===== src/pciow_pkg.sv =====
// Constants, field layouts and carrier types of the I/O window setup block.
// Assumes one 100 MHz host-side clock; byte-wide socket register port.
package pciow_pkg;

   // Socket register byte offsets
   localparam logic [7:0] OFF_WIN_EN = 8'h06;
   localparam logic [7:0] OFF_CTRL = 8'h07;
   localparam logic [7:0] OFF_W0_START_LO = 8'h08;
   localparam logic [7:0] OFF_W0_START_HI = 8'h09;
   localparam logic [7:0] OFF_W0_END_LO = 8'h0a;
   localparam logic [7:0] OFF_W0_END_HI = 8'h0b;
   localparam logic [7:0] OFF_W1_START_LO = 8'h0c;
   localparam logic [7:0] OFF_W1_START_HI = 8'h0d;
   localparam logic [7:0] OFF_W1_END_LO = 8'h0e;
   localparam logic [7:0] OFF_W1_END_HI = 8'h0f;
   // Offset step between window 0 and window 1 address registers
   localparam logic [7:0] OFF_WIN_STEP = 8'h04;

   // Window enable register fields
   localparam int BIT_IO_WIN0_ON = 6;
   localparam int BIT_EN_RSVD = 5;

   // Timing and sizing control fields, window n at bit 4*n + field
   localparam int CTRL_FIELD_W = 4;
   localparam int BIT_FIXED_WIDTH = 0;
   localparam int BIT_AUTO_SIZING = 1;
   localparam int BIT_SHORT_CYCLE = 2;
   localparam int BIT_EXTRA_WAIT = 3;

   // Values after reset
   localparam logic [7:0] RST_WIN_EN = 8'h00;
   localparam logic [7:0] RST_CTRL = 8'h00;
   localparam logic [7:0] RST_ADDR = 8'h00;

   // Cycle timing in ISA-equivalent cycles
   localparam int CLK_PERIOD_NS = 10;
   localparam int ISA_CYCLE_NS = 125;
   localparam int ISA_CLKS = (ISA_CYCLE_NS + CLK_PERIOD_NS - 1) / CLK_PERIOD_NS;
   localparam logic [3:0] STD8_ISA = 4'h6;
   localparam logic [3:0] STD16_ISA = 4'h3;
   localparam logic [3:0] SHORT8_ISA = 4'h3;
   localparam logic [3:0] EXTRA_WAIT_ISA = 4'h1;

   // Per-window setup as seen by the address matcher
   typedef struct packed {
      logic on;
      logic [15:0] start;
      logic [15:0] stop;
      logic extra_wait;
      logic short_cycle;
      logic auto_sizing;
      logic fixed_width;
   } pciow_win_cfg_s;

   // Per-window decision for the current host address
   typedef struct packed {
      logic hit;
      logic wide;
      logic [3:0] isa_cycles;
   } pciow_win_res_s;

   typedef enum logic [1:0] {
      CYC_IDLE = 2'b00,
      CYC_RUN = 2'b01
   } pciow_cyc_state_e;

endpackage : pciow_pkg


===== src/pciow_win_match.sv =====
// Address match, data width and cycle length for one I/O window.
// Assumes the card width signal is already synchronised to ref_clk_in.
`timescale 1ns/10ps
module pciow_win_match (
   // Window setup
   input wire pciow_pkg::pciow_win_cfg_s cfg_in,
   // Host cycle
   input wire logic [15:0] addr_in,
   input wire logic card_wide_in,
   // Decision
   output pciow_pkg::pciow_win_res_s res_out
);

   logic wide;

   // Auto sizing overrides the fixed width bit
   assign wide = cfg_in.auto_sizing ? card_wide_in : cfg_in.fixed_width;

   // Only an enabled window claims an address in its inclusive range
   always_comb
   begin
      res_out.hit = cfg_in.on && (addr_in >= cfg_in.start)
                    && (addr_in <= cfg_in.stop);
      res_out.wide = wide;
      // Wait bit touches only 16-bit, short bit only 8-bit cycles
      if (wide)
      begin
         res_out.isa_cycles = cfg_in.extra_wait
            ? pciow_pkg::STD16_ISA + pciow_pkg::EXTRA_WAIT_ISA
            : pciow_pkg::STD16_ISA;
      end
      else
      begin
         res_out.isa_cycles = cfg_in.short_cycle
            ? pciow_pkg::SHORT8_ISA : pciow_pkg::STD8_ISA;
      end
   end

endmodule : pciow_win_match


===== src/pciow_io_window_setup.sv =====
// I/O window setup of the 16-bit card socket: registers and cycle timer.
// Assumes host register and I/O requests come from logic on ref_clk_in;
// the card width pin is asynchronous and is synchronised here.
// How it works
// - Window 1 wait bit adds one ISA wait state to 16-bit cycles only.
// - Window 1 short bit cuts 8-bit cycles to three ISA cycles.
// - Window 1 auto sizing takes width from card pin, else fixed bit.
// - Window 1 fixed width bit: 0 is 8 bits, 1 is 16 bits.
// - Window 0 wait bit adds one ISA wait state to 16-bit cycles.
// - Window 0 short bit cuts 8-bit cycles to three ISA cycles.
// - Window 0 auto sizing takes width from card pin, else fixed bit.
// - Window 0 fixed width bit: 0 is 8 bits, 1 is 16 bits.
// - Control register at 07h, read/write, clears to 00h.
// - Start low bytes at 08h and 0Ch, read/write, reset zero.
// - Start high bytes at 09h and 0Dh, read/write, reset zero.
// - Window claims no host cycle unless its enable bit at 06h is set.
// - End addresses at 0Ah/0Bh and 0Eh/0Fh.
`timescale 1ns/10ps
module pciow_io_window_setup (
   // Clock, reset, enable
   input wire logic ref_clk_in,
   input wire logic rst_n_in,
   input wire logic ce_in,
   // Socket register port
   input wire logic [7:0] reg_addr_in,
   input wire logic reg_wr_in,
   input wire logic reg_rd_in,
   input wire logic [7:0] reg_wdata_in,
   output logic [7:0] reg_rdata_out,
   output logic reg_rvalid_out,
   // Host I/O cycle
   input wire logic io_req_in,
   input wire logic [15:0] io_addr_in,
   output logic io_claim_out,
   output logic io_win_out,
   output logic io_wide_out,
   output logic io_done_out,
   // Card pin
   input wire logic card_iois16_in
);

   localparam logic [6:0] ISA_CLKS_W = 7'(pciow_pkg::ISA_CLKS);

   logic [7:0] win_en_r, win_en_nxt;
   logic [7:0] ctrl_r, ctrl_nxt;
   logic [1:0][15:0] start_r, start_nxt;
   logic [1:0][15:0] stop_r, stop_nxt;
   logic [7:0] rdata_r, rdata_nxt;
   logic rvalid_r, rvalid_nxt;
   logic [1:0] iois_sync_r;
   pciow_pkg::pciow_cyc_state_e state_r, state_nxt;
   logic [6:0] cnt_r, cnt_nxt;
   logic claim_r, claim_nxt;
   logic win_r, win_nxt;
   logic wide_r, wide_nxt;
   logic done_r, done_nxt;
   pciow_pkg::pciow_win_cfg_s [1:0] cfg;
   pciow_pkg::pciow_win_res_s [1:0] res;
   logic card_wide;

   // Card pin passes two flops before anything looks at it
   always_ff @(posedge ref_clk_in)
   begin
      if (!rst_n_in)
         iois_sync_r <= 2'h0;
      else if (ce_in)
         iois_sync_r <= {iois_sync_r[0], card_iois16_in};
   end
   assign card_wide = iois_sync_r[1];

   // Register writes and registered read data
   always_comb
   begin
      win_en_nxt = win_en_r;
      ctrl_nxt = ctrl_r;
      start_nxt = start_r;
      stop_nxt = stop_r;
      rdata_nxt = rdata_r;
      rvalid_nxt = reg_rd_in;
      if (reg_wr_in)
      begin
         unique case (reg_addr_in)
            pciow_pkg::OFF_WIN_EN:
            begin
               win_en_nxt = reg_wdata_in;
               win_en_nxt[pciow_pkg::BIT_EN_RSVD] = 1'b0; // Reads as zero
            end
            pciow_pkg::OFF_CTRL: ctrl_nxt = reg_wdata_in;
            pciow_pkg::OFF_W0_START_LO: start_nxt[0][7:0] = reg_wdata_in;
            pciow_pkg::OFF_W0_START_HI: start_nxt[0][15:8] = reg_wdata_in;
            pciow_pkg::OFF_W0_END_LO: stop_nxt[0][7:0] = reg_wdata_in;
            pciow_pkg::OFF_W0_END_HI: stop_nxt[0][15:8] = reg_wdata_in;
            pciow_pkg::OFF_W1_START_LO: start_nxt[1][7:0] = reg_wdata_in;
            pciow_pkg::OFF_W1_START_HI: start_nxt[1][15:8] = reg_wdata_in;
            pciow_pkg::OFF_W1_END_LO: stop_nxt[1][7:0] = reg_wdata_in;
            pciow_pkg::OFF_W1_END_HI: stop_nxt[1][15:8] = reg_wdata_in;
            default: ; // Other socket offsets belong elsewhere
         endcase
      end
      if (reg_rd_in)
      begin
         unique case (reg_addr_in)
            pciow_pkg::OFF_WIN_EN: rdata_nxt = win_en_r;
            pciow_pkg::OFF_CTRL: rdata_nxt = ctrl_r;
            pciow_pkg::OFF_W0_START_LO: rdata_nxt = start_r[0][7:0];
            pciow_pkg::OFF_W0_START_HI: rdata_nxt = start_r[0][15:8];
            pciow_pkg::OFF_W0_END_LO: rdata_nxt = stop_r[0][7:0];
            pciow_pkg::OFF_W0_END_HI: rdata_nxt = stop_r[0][15:8];
            pciow_pkg::OFF_W1_START_LO: rdata_nxt = start_r[1][7:0];
            pciow_pkg::OFF_W1_START_HI: rdata_nxt = start_r[1][15:8];
            pciow_pkg::OFF_W1_END_LO: rdata_nxt = stop_r[1][7:0];
            pciow_pkg::OFF_W1_END_HI: rdata_nxt = stop_r[1][15:8];
            default: rdata_nxt = 8'h00;
         endcase
      end
   end

   always_ff @(posedge ref_clk_in)
   begin
      if (!rst_n_in)
      begin
         win_en_r <= pciow_pkg::RST_WIN_EN;
         ctrl_r <= pciow_pkg::RST_CTRL;
         start_r <= {4{pciow_pkg::RST_ADDR}};
         stop_r <= {4{pciow_pkg::RST_ADDR}};
         rdata_r <= 8'h00;
         rvalid_r <= 1'b0;
      end
      else if (ce_in)
      begin
         win_en_r <= win_en_nxt;
         ctrl_r <= ctrl_nxt;
         start_r <= start_nxt;
         stop_r <= stop_nxt;
         rdata_r <= rdata_nxt;
         rvalid_r <= rvalid_nxt;
      end
   end
   assign reg_rdata_out = rdata_r;
   assign reg_rvalid_out = rvalid_r;

   // One matcher per window, each with its own control nibble
   generate
      for (genvar w = 0; w < 2; w++)
      begin : g_win
         localparam int B = w * pciow_pkg::CTRL_FIELD_W;
         always_comb
         begin
            cfg[w].on = win_en_r[pciow_pkg::BIT_IO_WIN0_ON + w];
            cfg[w].start = start_r[w];
            cfg[w].stop = stop_r[w];
            cfg[w].extra_wait = ctrl_r[B + pciow_pkg::BIT_EXTRA_WAIT];
            cfg[w].short_cycle = ctrl_r[B + pciow_pkg::BIT_SHORT_CYCLE];
            cfg[w].auto_sizing = ctrl_r[B + pciow_pkg::BIT_AUTO_SIZING];
            cfg[w].fixed_width = ctrl_r[B + pciow_pkg::BIT_FIXED_WIDTH];
         end
         pciow_win_match u_match (
            .cfg_in(cfg[w]),
            .addr_in(io_addr_in),
            .card_wide_in(card_wide),
            .res_out(res[w])
         );
      end
   endgenerate

   // Cycle timer; window 0 wins when both windows overlap
   always_comb
   begin
      state_nxt = state_r;
      cnt_nxt = cnt_r;
      claim_nxt = claim_r;
      win_nxt = win_r;
      wide_nxt = wide_r;
      done_nxt = 1'b0;
      unique case (state_r)
         pciow_pkg::CYC_IDLE:
         begin
            if (io_req_in && (res[0].hit || res[1].hit))
            begin
               win_nxt = !res[0].hit;
               wide_nxt = res[0].hit ? res[0].wide : res[1].wide;
               cnt_nxt = 7'((res[0].hit ? res[0].isa_cycles
                  : res[1].isa_cycles) * ISA_CLKS_W - 7'h01);
               claim_nxt = 1'b1;
               state_nxt = pciow_pkg::CYC_RUN;
            end
         end
         pciow_pkg::CYC_RUN:
         begin
            if (cnt_r == 7'h00)
            begin
               claim_nxt = 1'b0;
               done_nxt = 1'b1;
               state_nxt = pciow_pkg::CYC_IDLE;
            end
            else
               cnt_nxt = cnt_r - 7'h01;
         end
         default: state_nxt = pciow_pkg::CYC_IDLE;
      endcase
   end

   always_ff @(posedge ref_clk_in)
   begin
      if (!rst_n_in)
      begin
         state_r <= pciow_pkg::CYC_IDLE;
         cnt_r <= 7'h00;
         claim_r <= 1'b0;
         win_r <= 1'b0;
         wide_r <= 1'b0;
         done_r <= 1'b0;
      end
      else if (ce_in)
      begin
         state_r <= state_nxt;
         cnt_r <= cnt_nxt;
         claim_r <= claim_nxt;
         win_r <= win_nxt;
         wide_r <= wide_nxt;
         done_r <= done_nxt;
      end
   end
   assign io_claim_out = claim_r;
   assign io_win_out = win_r;
   assign io_wide_out = wide_r;
   assign io_done_out = done_r;

   // Helper: claimed length and the length the bits ask for
   logic [6:0] len_r;
   logic [6:0] exp_r;
   logic [3:0] exp_isa;
   always_comb
   begin
      if (wide_r)
         exp_isa = ctrl_r[{win_r, 2'h3}] ? 4'h4 : 4'h3;
      else
         exp_isa = ctrl_r[{win_r, 2'h2}] ? 4'h3 : 4'h6;
   end
   always_ff @(posedge ref_clk_in)
   begin
      if (!rst_n_in || !claim_r)
         len_r <= 7'h00;
      else if (ce_in)
         len_r <= len_r + 7'h01; // Frozen with the timer when enable is low
      exp_r <= 7'(exp_isa * 4'hd);
   end
endmodule : pciow_io_window_setup


===== config.mk =====
export PLATFORM = sky130hd
export DESIGN_NAME = pciow_io_window_setup
export DESIGN_NICKNAME = d
export VERILOG_FILES = /design/src/pciow_pkg.sv /design/src/pciow_win_match.sv /design/src/pciow_io_window_setup.sv
export SDC_FILE = /design/constraint.sdc
export NUM_CORES = 1
export LEC_CHECK = 0
export ABC_AREA = 0
export BUFFER_PORTS_ARGS = -buffer_cell sky130_fd_sc_hd__buf_2
export CORE_ASPECT_RATIO = 1.25
export CORE_UTILIZATION = 29
export DETAILED_ROUTE_END_ITERATION = 8
export PLACE_DENSITY = 0.44
export REMOVE_ABC_BUFFERS = 1
export SKIP_LAST_GASP = 1
export SYNTH_ARGS = -nofsm -noshare
export SYNTH_HDL_FRONTEND = slang
export SYNTH_SLANG_ARGS = --single-unit

===== constraint.sdc =====
create_clock -name ref_clk_in -period 5.1 [get_ports ref_clk_in]
set_input_delay 0.255 -clock ref_clk_in [delete_from_list [all_inputs] [get_ports ref_clk_in]]
set_output_delay 0.255 -clock ref_clk_in [all_outputs]
set_load 0.05 [all_outputs]

-- After elaboration in Yosys (flattened, before gate mapping)
Index checks and enable logic that the tools add are counted.
- add/sub/neg operators: 2
- $mul: 1
- $lt $le $gt $ge: 4
- eq/ne operators: 14
- muxes and demuxes: 22
- reductions and logical operators: 25
- operators with widths (operator ; number):
    8-bit one-hot mux with 10 select lines ; 1
    8-bit by 4-bit == test with 1-bit output, second input constant ; 8
    3-bit AND reduction ; 12
    16-bit greater-or-equal comparator ; 2
    16-bit <= comparator ; 2
    8-bit by 3-bit == test with 1-bit output, second input constant ; 2
    7-bit two-way mux ; 2
    7-bit one-hot mux with 2 select lines ; 1
    7-bit by 1-bit subtractor with 7-bit output, second input constant ; 2
    3-bit two-way mux ; 4
    4-bit two-way mux ; 3
    4-bit AND reduction ; 2
    7-bit zero test ; 1
    4-bit by 4-bit multiplier with 7-bit output, second input constant ; 1
    1-bit two-way mux ; 7
    2-bit inequality test, second input constant ; 3
    1-bit logical AND ; 5
    2-bit two-way mux ; 2
    2-bit one-hot mux with 2 select lines ; 1
    2-bit by 1-bit == test with 1-bit output, second input constant ; 1
    2-bit zero test ; 1
    1-bit one-hot mux with 2 select lines ; 1
    2-bit AND reduction ; 1
    2-bit nonzero test ; 1
    2 further kinds ; 2
- bits in registers: 103
- input port bits: 39

-- Logic depth before layout (Yosys ltp)
Gate-level depths: netlist of the first run.
- depth after elaboration: 8
- mapped depth: 18

-- Modules after synthesis
Synthesis of the first run repeated with hierarchy kept, for this count alone.
- cells, all modules: 772
- area, all modules: 6590.1 µm²
- by module, submodules not included (module ; instances ; cells an instance ; area an instance (µm²)):
    pciow_io_window_setup ; 1 ; 532 ; 4923.5
    pciow_win_match ; 2 ; 120 ; 833.3

-- Worst setup path after synthesis of the first run
No wires, ideal clock.
- kind: flip-flop to flip-flop
- start: register stop_r (netlist bit cfg[18])
- end: register cnt_r[6]
- setup time: 116 ps
- arrival: 3802 ps
- required time: 4984 ps
- slack: 1182 ps
- cell stages (with the launch flop): 18
- buffers on the path: 0
- period minus slack after synthesis: 3918 ps
- path through: dfxtp_1 inv_1 ha_1 a21oi_1 nand2_1 a221o_1 o31ai_4 nand2_2 a31o_2 ha_1 fa_1 inv_1 ha_1 ha_1 a31oi_1 xnor2_1 o21ai_0 a41o_1
- longest elaborated chain between the ends: 7
- elaborated cells on any way between the ends: 11
- those cells by class: 1 x add/sub; 1 x mul; 1 x order compare; 1 x eq/ne; 3 x mux; 4 x reduce/logical
- ends and longest elaborated chain (item ; RTL line ; text):
    start, declared ; pciow_io_window_setup.sv:47 ; logic [1:0][15:0] stop_r, stop_nxt;
    start signal, assigned ; pciow_io_window_setup.sv:125 ; stop_r <= {4{pciow_pkg::RST_ADDR}};
    start signal, assigned ; pciow_io_window_setup.sv:134 ; stop_r <= stop_nxt;
    16-bit <= comparator (*) ; pciow_win_match.sv:23 ; && (addr_in <= cfg_in.stop);
    1-bit logical AND (*) ; pciow_win_match.sv:23 ;
    4-bit two-way mux ; pciow_io_window_setup.sv:182 ; cnt_nxt = 7'((res[0].hit ? res[0].isa_cycles
    4-bit by 4-bit multiplier with 7-bit output ; pciow_io_window_setup.sv:183 ; : res[1].isa_cycles) * ISA_CLKS_W - 7'h01);
    7-bit by 1-bit subtractor with 7-bit output ; pciow_io_window_setup.sv:183 ;
    7-bit two-way mux ; pciow_io_window_setup.sv:178 ; if (io_req_in && (res[0].hit || res[1].hit))
    7-bit one-hot mux with 2 select lines ; pciow_io_window_setup.sv:175 ; unique case (state_r)
    end signal, assigned ; pciow_io_window_setup.sv:217 ; cnt_r <= cnt_nxt;
    end, declared ; pciow_io_window_setup.sv:52 ; logic [6:0] cnt_r, cnt_nxt;
Every way passes the cells marked *; elsewhere a longest branch is shown, timed or not. The select of a mux whose other input is x is not followed.
A chain may end at the register's enable or synchronous reset.

-- Worst setup path in the final report of the first run
- start: register start_r (netlist bit cfg[33])
- end: register cnt_r[6]
- longest elaborated chain between the ends: 8
- elaborated cells on any way between the ends: 12
- those cells by class: 1 x add/sub; 1 x mul; 1 x order compare; 1 x eq/ne; 3 x mux; 5 x reduce/logical
- ends and longest elaborated chain (item ; RTL line ; text):
    start, declared ; pciow_io_window_setup.sv:46 ; logic [1:0][15:0] start_r, start_nxt;
    start signal, assigned ; pciow_io_window_setup.sv:124 ; start_r <= {4{pciow_pkg::RST_ADDR}};
    start signal, assigned ; pciow_io_window_setup.sv:133 ; start_r <= start_nxt;
    16-bit greater-or-equal comparator (*) ; pciow_win_match.sv:22 ; res_out.hit = cfg_in.on && (addr_in >= cfg_in.start)
    1-bit logical AND (*) ; pciow_win_match.sv:22 ;
    1-bit logical AND (*) ; pciow_win_match.sv:23 ;
    4-bit two-way mux ; pciow_io_window_setup.sv:182 ;
    4-bit by 4-bit multiplier with 7-bit output ; pciow_io_window_setup.sv:183 ;
    7-bit by 1-bit subtractor with 7-bit output ; pciow_io_window_setup.sv:183 ;
    7-bit two-way mux ; pciow_io_window_setup.sv:178 ;
    7-bit one-hot mux with 2 select lines ; pciow_io_window_setup.sv:175 ;
Marked as above.

==> reports/results.md, run 1 <==
* dominant cell by count in the synthesized netlist: sky130_fd_sc_hd__dfxtp_1
* Avg Cell Area, Syn: 8.850 µm²
* sequential fraction of the synthesis area: 0.3112
* number of maximum-capacitance violations: 0
* required time of the critical path: 5.36 ns
* Clk pin slew, worst setup/hold paths: 0.08 ns
* GR Overflow Total: 0
* leading cell types by count after synthesis: 101 x sky130_fd_sc_hd__dfxtp_1, 87 x sky130_fd_sc_hd__nor2_1, 78 x sky130_fd_sc_hd__ha_1, 73 x sky130_fd_sc_hd__a21oi_1
* synthesis-to-finish area growth: 11.58%
* chip height: 169.3 µm
* normalized max-slew margin: 0.3774
* CTS H-tree depth: 3
* final worst clock skew: 0.01024 ns
* first-pass iteration count of the detailed router: 4
* largest net degree at the start of global routing: 58
* Post-Route Hold Slack: 0.1437 ns
* number of antenna violations at the first check in global routing: 0
* WHS Path Cells: 3
* number of buffers inserted by hold repair at cts: 0
* total of endpoints with negative setup slack in the final report: 0
* setup repair after global routing missed its margin: false
* Clock Tree Root: sky130_fd_sc_hd__clkbuf_16
* CTS Buf Count: 9
* startpoint type of the worst setup path: flip-flop
* total track usage: 0.1864
* placeable core area: 21,770 µm²
* synthesized instance count: 734
* number of standard cells in the layout, taps in and fillers out: 1,048
* antenna diode instance count: 0
* initial core utilization: 0.2984
* wire length of the first global-routing pass: 31,740 µm
* routability-driven placement congestion ratio: 0.8083
* FFs w/ async S/R, synth: 0
* number of flops mapped to enable cells by yosys: 0
* cell area after synthesis: 6496 µm²
* length in cells of the worst reg-to-reg path: 17
* Port Buffers: 51
* clock latency at the later pin of the worst-skew pair: 0.36 ns
* Synth warnings: 0
* TritonCTS clock tree: built
* cell count after placement: 1,032
* time the final worst path needs with I/O delays and setup: 4.308 ns
* Crit. End Element: flip-flop
* fraction of final layout cells sized beyond drive strength 1: 0.1378
* final routed DRC violation total: 0
* remaining antenna violation count: 0
* first-iteration detailed-routing DRC count: 376
* status: completed
* Max Fclk: 232.1 MHz
* Max FO, Critical Path: 6
* Period Utilization, post-route: 0.8447
* post-DR vias/cell: 5.043
* largest cells by area after synthesis: sky130_fd_sc_hd__dfxtp_1 31%, sky130_fd_sc_hd__ha_1 15%, sky130_fd_sc_hd__mux2i_1 11%, sky130_fd_sc_hd__a21oi_1 5.6%, sky130_fd_sc_hd__nor2_1 5.0%
* transition time of the tightest slew-check pin: 0.9340 ns
* final-report max-slew violation count: 0
* Tightest Hold Check Type: input port to flip-flop
* portion of synthesized cell area occupied by the leading cell type: 0.3112
* Nets: 883
* final hold violations: 0
* HPWL Detailed: 14,960 µm
* startpoint-to-endpoint class of the critical path: flip-flop to flip-flop
* total wire length: 20,290 µm
* Seq cells post-synth: 101
* worst IR drop on VDD: 146.7 µV
* total setup buffers inserted after CTS: 0
* number of sinks on the clock net: 101
* Top Ports: 52
* via count of the first global-routing pass: 5,361
* predominant post-synthesis flop cell: sky130_fd_sc_hd__dfxtp_1
* largest area contributor in the synthesized netlist: sky130_fd_sc_hd__dfxtp_1
* Setup Total Neg Slack: 0 ns
* Clock Path Buffers: 2
* worst setup slack before clock tree synthesis: 0.7031 ns
* post-CTS sizing: 0
* post-synthesis cell type count: 64
* wire per inst: 19.36 µm
* Filler cells: 2,310
* setup slack after layout: 0.7919 ns
* width of the chip: 135.9 µm
* reported leakage power: 2.623 nW
* total number of vias: 5,285
* Total Power Consumption: 1.632 mW
* site row count: 60
* power density over the cells: 225.1 nW/µm²
* data arrival time at the worst-slack endpoint: 4.57 ns
* area of the die: 23,010 µm²
## logic make-up (layout without fill, tap and decap cells)
group | Yosys count | count (layout) | synth area share
fa+ha+maj | 80 | 80 | 0.1564
xor+xnor | 5 | 5 | 0.006741
mux | 87 | 87 | 0.1633
simple gates | 201 | 201 | 0.1516
buf+inv | 106 | 141 | 0.06549
flops | 101 | 101 | 0.3112
compound gates | 154 | 154 | 0.1452
## stage by stage
| stage | area (µm²) | utilization |
|---|---|---|
| global placement | 6962 | 0.3198 |
| floorplan | 6341 | - |
| detailed placement | 6962 | 0.3198 |
| finish | 7248 | 0.3329 |
| global route | 7248 | 0.3329 |
| CTS | 7248 | 0.3329 |
## report_power, final
group	internal [mW]	total, mW	switching, mW
registers	0.789	0.790	0.00103
logic	0.0507	0.155	0.104
clock network	0.351	0.686	0.336
total	1.19	1.63	0.441
## final timing paths
check	start	to	slack, ns
max	cfg[33]	cnt_r[6]	0.79
min	card_iois16_in	iois_sync_r[0]	0.14
min reg2reg	reg_rdata_out[1]	reg_rdata_out[1]	0.47
max reg2reg	cfg[33]	cnt_r[6]	0.79
## state kept, by name, summed over array words and instances, names as in the netlist
name,flops
cfg,64
cnt_r,7
ctrl_r,8
io_claim_out,1
io_done_out,1
io_wide_out,1
io_win_out,1
iois_sync_r,2
reg_rdata_out,8
reg_rvalid_out,1
win_en_r,7
## critical path, cell delays in order, from the launching register on
cell and delay (ns):
sky130_fd_sc_hd__dfxtp_1 0.36, sky130_fd_sc_hd__inv_1 0.05, sky130_fd_sc_hd__ha_1 0.28, sky130_fd_sc_hd__nand4_1 0.17, sky130_fd_sc_hd__nor3_1 0.32, sky130_fd_sc_hd__o311ai_1 0.15, sky130_fd_sc_hd__a31oi_1 0.41, sky130_fd_sc_hd__nand2_2 0.21
sky130_fd_sc_hd__a31o_2 0.34, sky130_fd_sc_hd__ha_1 0.24, sky130_fd_sc_hd__fa_1 0.48, sky130_fd_sc_hd__inv_1 0.04, sky130_fd_sc_hd__ha_1 0.18, sky130_fd_sc_hd__ha_1 0.30, sky130_fd_sc_hd__a31oi_1 0.20, sky130_fd_sc_hd__xnor2_1 0.13
sky130_fd_sc_hd__o21ai_0 0.09, sky130_fd_sc_hd__a41o_1 0.26
## per-layer routing
metal  track usage  share of wire
met1        0.2325           0.44
met5             0              0
met2        0.3292           0.51
met3       0.02539          0.030
met4       0.05507          0.019
## cell type report
| type | instances | area (µm²) | share of cell area |
|---|---|---|---|
| Clock buffer | 11 | 242.7 | 0.03349 |
| Clock inverter | 5 | 43.79 | 0.006042 |
| Inverter | 72 | 271.5 | 0.03746 |
| Multi-Input combinational cell | 527 | 4049 | 0.5586 |
| Sequential cell | 101 | 2022 | 0.2790 |
| Tap cell | 279 | 349.1 | 0.04816 |
| Timing Repair Buffer | 53 | 270.3 | 0.03729 |
## layout by cell type (no fill, tap or decap), types with 29 or more instances in the layout
cell / n
sky130_fd_sc_hd__ha_1: 78
sky130_fd_sc_hd__nand2_1: 47
sky130_fd_sc_hd__dfxtp_1: 101
sky130_fd_sc_hd__inv_1: 70
sky130_fd_sc_hd__o21ai_0: 29
sky130_fd_sc_hd__a21oi_1: 73
sky130_fd_sc_hd__buf_2: 51
sky130_fd_sc_hd__mux2i_1: 70
sky130_fd_sc_hd__nor2_1: 87
(Power assumes the default switching activity.)
==> run 2, diff against run 1 <==
- ABC_AREA: 0 -> 1
- PLACE_DENSITY: 0.44 -> 0.45
- clock period: 5.1 -> 3.6 ns (I/O delays scaled with it)
==> reports/results.md, run 2 <==
* synthesis-to-finish area growth: 23.68%
* post-DR vias/cell: 4.669, -7.4%
* Crit. End Element: flip-flop
* Tightest Hold Check Type: input port to flip-flop
* main combinational cell family by area after synthesis: compound AO/OA/AOI/OAI gates
* Max FO, Critical Path: 6, unchanged
* reported leakage power: 3.227 nW, +23%
* first-pass iteration count of the detailed router: 4, unchanged
* number of maximum-capacitance violations: 0, unchanged
* transition time of the tightest slew-check pin: 0.6283 ns, -0.3057 ns
* power density over the cells: 316.7 nW/µm², +41%
* total track usage: 0.1872, +0.0008789
* length in cells of the worst reg-to-reg path: 25, +8
* number of antenna violations at the first check in global routing: 0, unchanged
* post-layout utilization of the core: 0.3649, +0.03194
* final worst clock skew: 0.008578 ns, -0.001660 ns
* total wire length: 20,330 µm, +0.21%
* slowest stage cell, crit path: sky130_fd_sc_hd__fa_1
* register-to-register setup slack: 0.17 ns, -0.62 ns
* multiplexer share of the synthesized area: 0.001575, -0.1618
* Post-Synth XOR/XNOR Area: 0.006890, +0.0001486
* total of endpoints with negative setup slack in the final report: 0, unchanged
* highest-count cells in the layout ignoring fill and taps: 131 x sky130_fd_sc_hd__nand2_1, 128 x sky130_fd_sc_hd__a21oi_1, 103 x sky130_fd_sc_hd__inv_1
* Seq cells post-synth: 101, unchanged
* Clock Path Buffers: 2, unchanged
* Setup Total Neg Slack: 0 ns, unchanged
* commonest non-fill, non-tap cell in the layout: sky130_fd_sc_hd__nand2_1
* final-report max-slew violation count: 0, unchanged
* final hold violations: 0, unchanged
* chip height: 167.5 µm, -1.1%
* CTS H-tree depth: 3, unchanged
* Top Family by Delay on Critical Path: adder cells
* startpoint type of the worst setup path: flip-flop
* status: completed
* HPWL Detailed: 15,310 µm, +2.3%
* startpoint-to-endpoint class of the critical path: flip-flop to flip-flop
* number of flops mapped to enable cells by yosys: 0, unchanged
* area of the die: 22,520 µm², -2.1%
* maximum cell stage delay along the critical path: 0.49 ns, about the same
* normalized max-slew margin: 0.5800, +0.2026
* Top Ports: 52, unchanged
* final routed DRC violation total: 0, unchanged
* Avg Cell Area, Syn: 7.190 µm², -19%
* CTS Buf Count: 9, unchanged
* width of the chip: 134.4 µm, -1.1%
* TritonCTS clock tree: built
* via count of the first global-routing pass: 5,506, +2.7%
* cell area after synthesis: 6356 µm², -2.2%
* initial core utilization: 0.2950, -0.003385
* largest cells by area after synthesis: sky130_fd_sc_hd__dfxtp_1 32%, sky130_fd_sc_hd__ha_1 15%, sky130_fd_sc_hd__a21oi_1 10%, sky130_fd_sc_hd__nand2_1 8.3%, sky130_fd_sc_hd__inv_1 7.1%
* adder-cell area share of the yosys netlist: 0.1598, +0.003448
* clock latency at the later pin of the worst-skew pair: 0.36 ns, about the same
* FFs w/ async S/R, synth: 0, unchanged
* share of the synthesized area in compound gates (AO/OA/AOI/OAI): 0.2197, +0.07446
* GR Overflow Total: 0, unchanged
* Period Utilization, post-route: 0.9528, +0.1081
* number of sinks on the clock net: 101, unchanged
* WHS Path Cells: 3, unchanged
* Clock Tree Root: sky130_fd_sc_hd__clkbuf_16
* wire length of the first global-routing pass: 31,310 µm, -1.4%
* worst IR drop on VDD: 250.3 µV, +71%
* site row count: 60, unchanged
* fraction of final layout cells sized beyond drive strength 1: 0.2260, +0.08816
* largest area contributor in the synthesized netlist: sky130_fd_sc_hd__dfxtp_1
* sequential fraction of the synthesis area: 0.3181, +0.006862
* number of buffers inserted by hold repair at cts: 0, unchanged
* synthesized instance count: 884, +20%
* dominant cell by count in the synthesized netlist: sky130_fd_sc_hd__nand2_1
* crit path buf inv count: 4, +2
* total number of vias: 5,827, +10%
* largest net degree at the start of global routing: 58, unchanged
* predominant post-synthesis flop cell: sky130_fd_sc_hd__dfxtp_1
* remaining antenna violation count: 0, unchanged
* Clk pin slew, worst setup/hold paths: 0.07 ns, about the same
* placeable core area: 21,550 µm², -1.0%
* routability-driven placement congestion ratio: 0.8656, +7.1%
* wire per inst: 16.29 µm, -16%
* portion of synthesized cell area occupied by the leading cell type: 0.3181, +0.006862
* post-synthesis cell type count: 43, -33%
* antenna diode instance count: 0, unchanged
* Synth warnings: 0, unchanged
* time the final worst path needs with I/O delays and setup: 3.430 ns, -0.8780 ns
* data arrival time at the worst-slack endpoint: 3.68 ns, -0.89 ns
* max reg flops: 64, unchanged
* leading cell types by count after synthesis: 141 x sky130_fd_sc_hd__nand2_1, 130 x sky130_fd_sc_hd__a21oi_1, 120 x sky130_fd_sc_hd__inv_1, 101 x sky130_fd_sc_hd__dfxtp_1, 82 x sky130_fd_sc_hd__o21ai_0
* first-iteration detailed-routing DRC count: 311, -17%
* setup repair after global routing missed its margin: true
* Nets: 1,083, +23%
* Port Buffers: 51, unchanged
* required time of the critical path: 3.85 ns, -1.51 ns
* number of cells on the critical path: 25, +8
* Max Fclk: 291.5 MHz, +26%
* basic-gate share of the synthesized area counting and, or, nand and nor cells: 0.1904, +0.03877
-- run 2: cell count changes after synthesis, sizes merged, moves of 28 or more --
cell	delta
inv	+59
o21ai	+69
o22ai	+28
mux2i	-70
nand2	+99
a21oi	+58
-- run 2: final timing paths --
check | to | startpoint
worst min register to register | win_en_r[2] | win_en_r[2]
worst min-delay path | iois_sync_r[0] | card_iois16_in
worst max-delay path | cnt_r[6] | cfg[13]
worst max register to register | cnt_r[6] | cfg[13]
-- run 2: worst register-to-register path, delay by kind of cell, from the launching register on --
kind | cells | cell delay [ns]
xor+xnor | 1 | 0.13
fa+ha+maj | 4 | 1.23
compound gates | 4 | 0.38
simple gates | 12 | 0.99
buf+inv | 4 | 0.29
flops | 1 | 0.31
-- run 2: timing repair --
action,4_1_cts,5_1_grt
setup endpoints to repair,3,3
setup buffers,1,4
pin swaps,4,30
gates resized for setup,13,67
-- run 2: kinds of logic after synthesis --
group           after synthesis
compound gates              268
simple gates                266
buf+inv                     163
flops                       101
fa+ha+maj                    80
xor+xnor                      5
mux                           1
-- run 2: metrics by stage --
stage | instance area, µm² | hold slack, ns | power [mW] | cells | setup WS, ns
2_1_floorplan | 6192 | 0.2776 | 1.269 | 852 | -0.08417
3_3_place_gp | 7149 | 0.4224 | 1.388 | 1229 | -0.2357
3_5_place_dp | 7149 | 0.4254 | 1.389 | 1229 | -0.2862
4_1_cts | 7522 | 0.05386 | 2.497 | 1246 | -0.02150
5_1_grt | 7861 | 0.1049 | 2.599 | 1248 | -0.05225
6_report | 7861 | 0.05769 | 2.489 | 1248 | 0.1699
-- run 2: area by class of cell --
type / instances / area, µm²
clock buffers: 12 / 256.5
clock inverters: 4 / 70.07
fillers: 2296 / 13680
inverters: 131 / 496.7
multi-input cells: 620 / 4023
flip-flops and latches: 101 / 2036
well taps: 279 / 349.1
repair buffers: 101 / 630.6
-- run 2: power breakdown --
group | switching (mW) | internal, mW
logic | 0.169 | 0.0911
clock network | 0.462 | 0.647
registers | 0.00110 | 1.12
total | 0.632 | 1.86
-- run 2: layer usage --
layer,up-vias,part of all wire,track usage
met5,-,0,0
met4,0,0.013,0.04787
met3,18,0.024,0.02483
met2,79,0.49,0.3244
met1,2624,0.48,0.2424
li1,3106,-,-
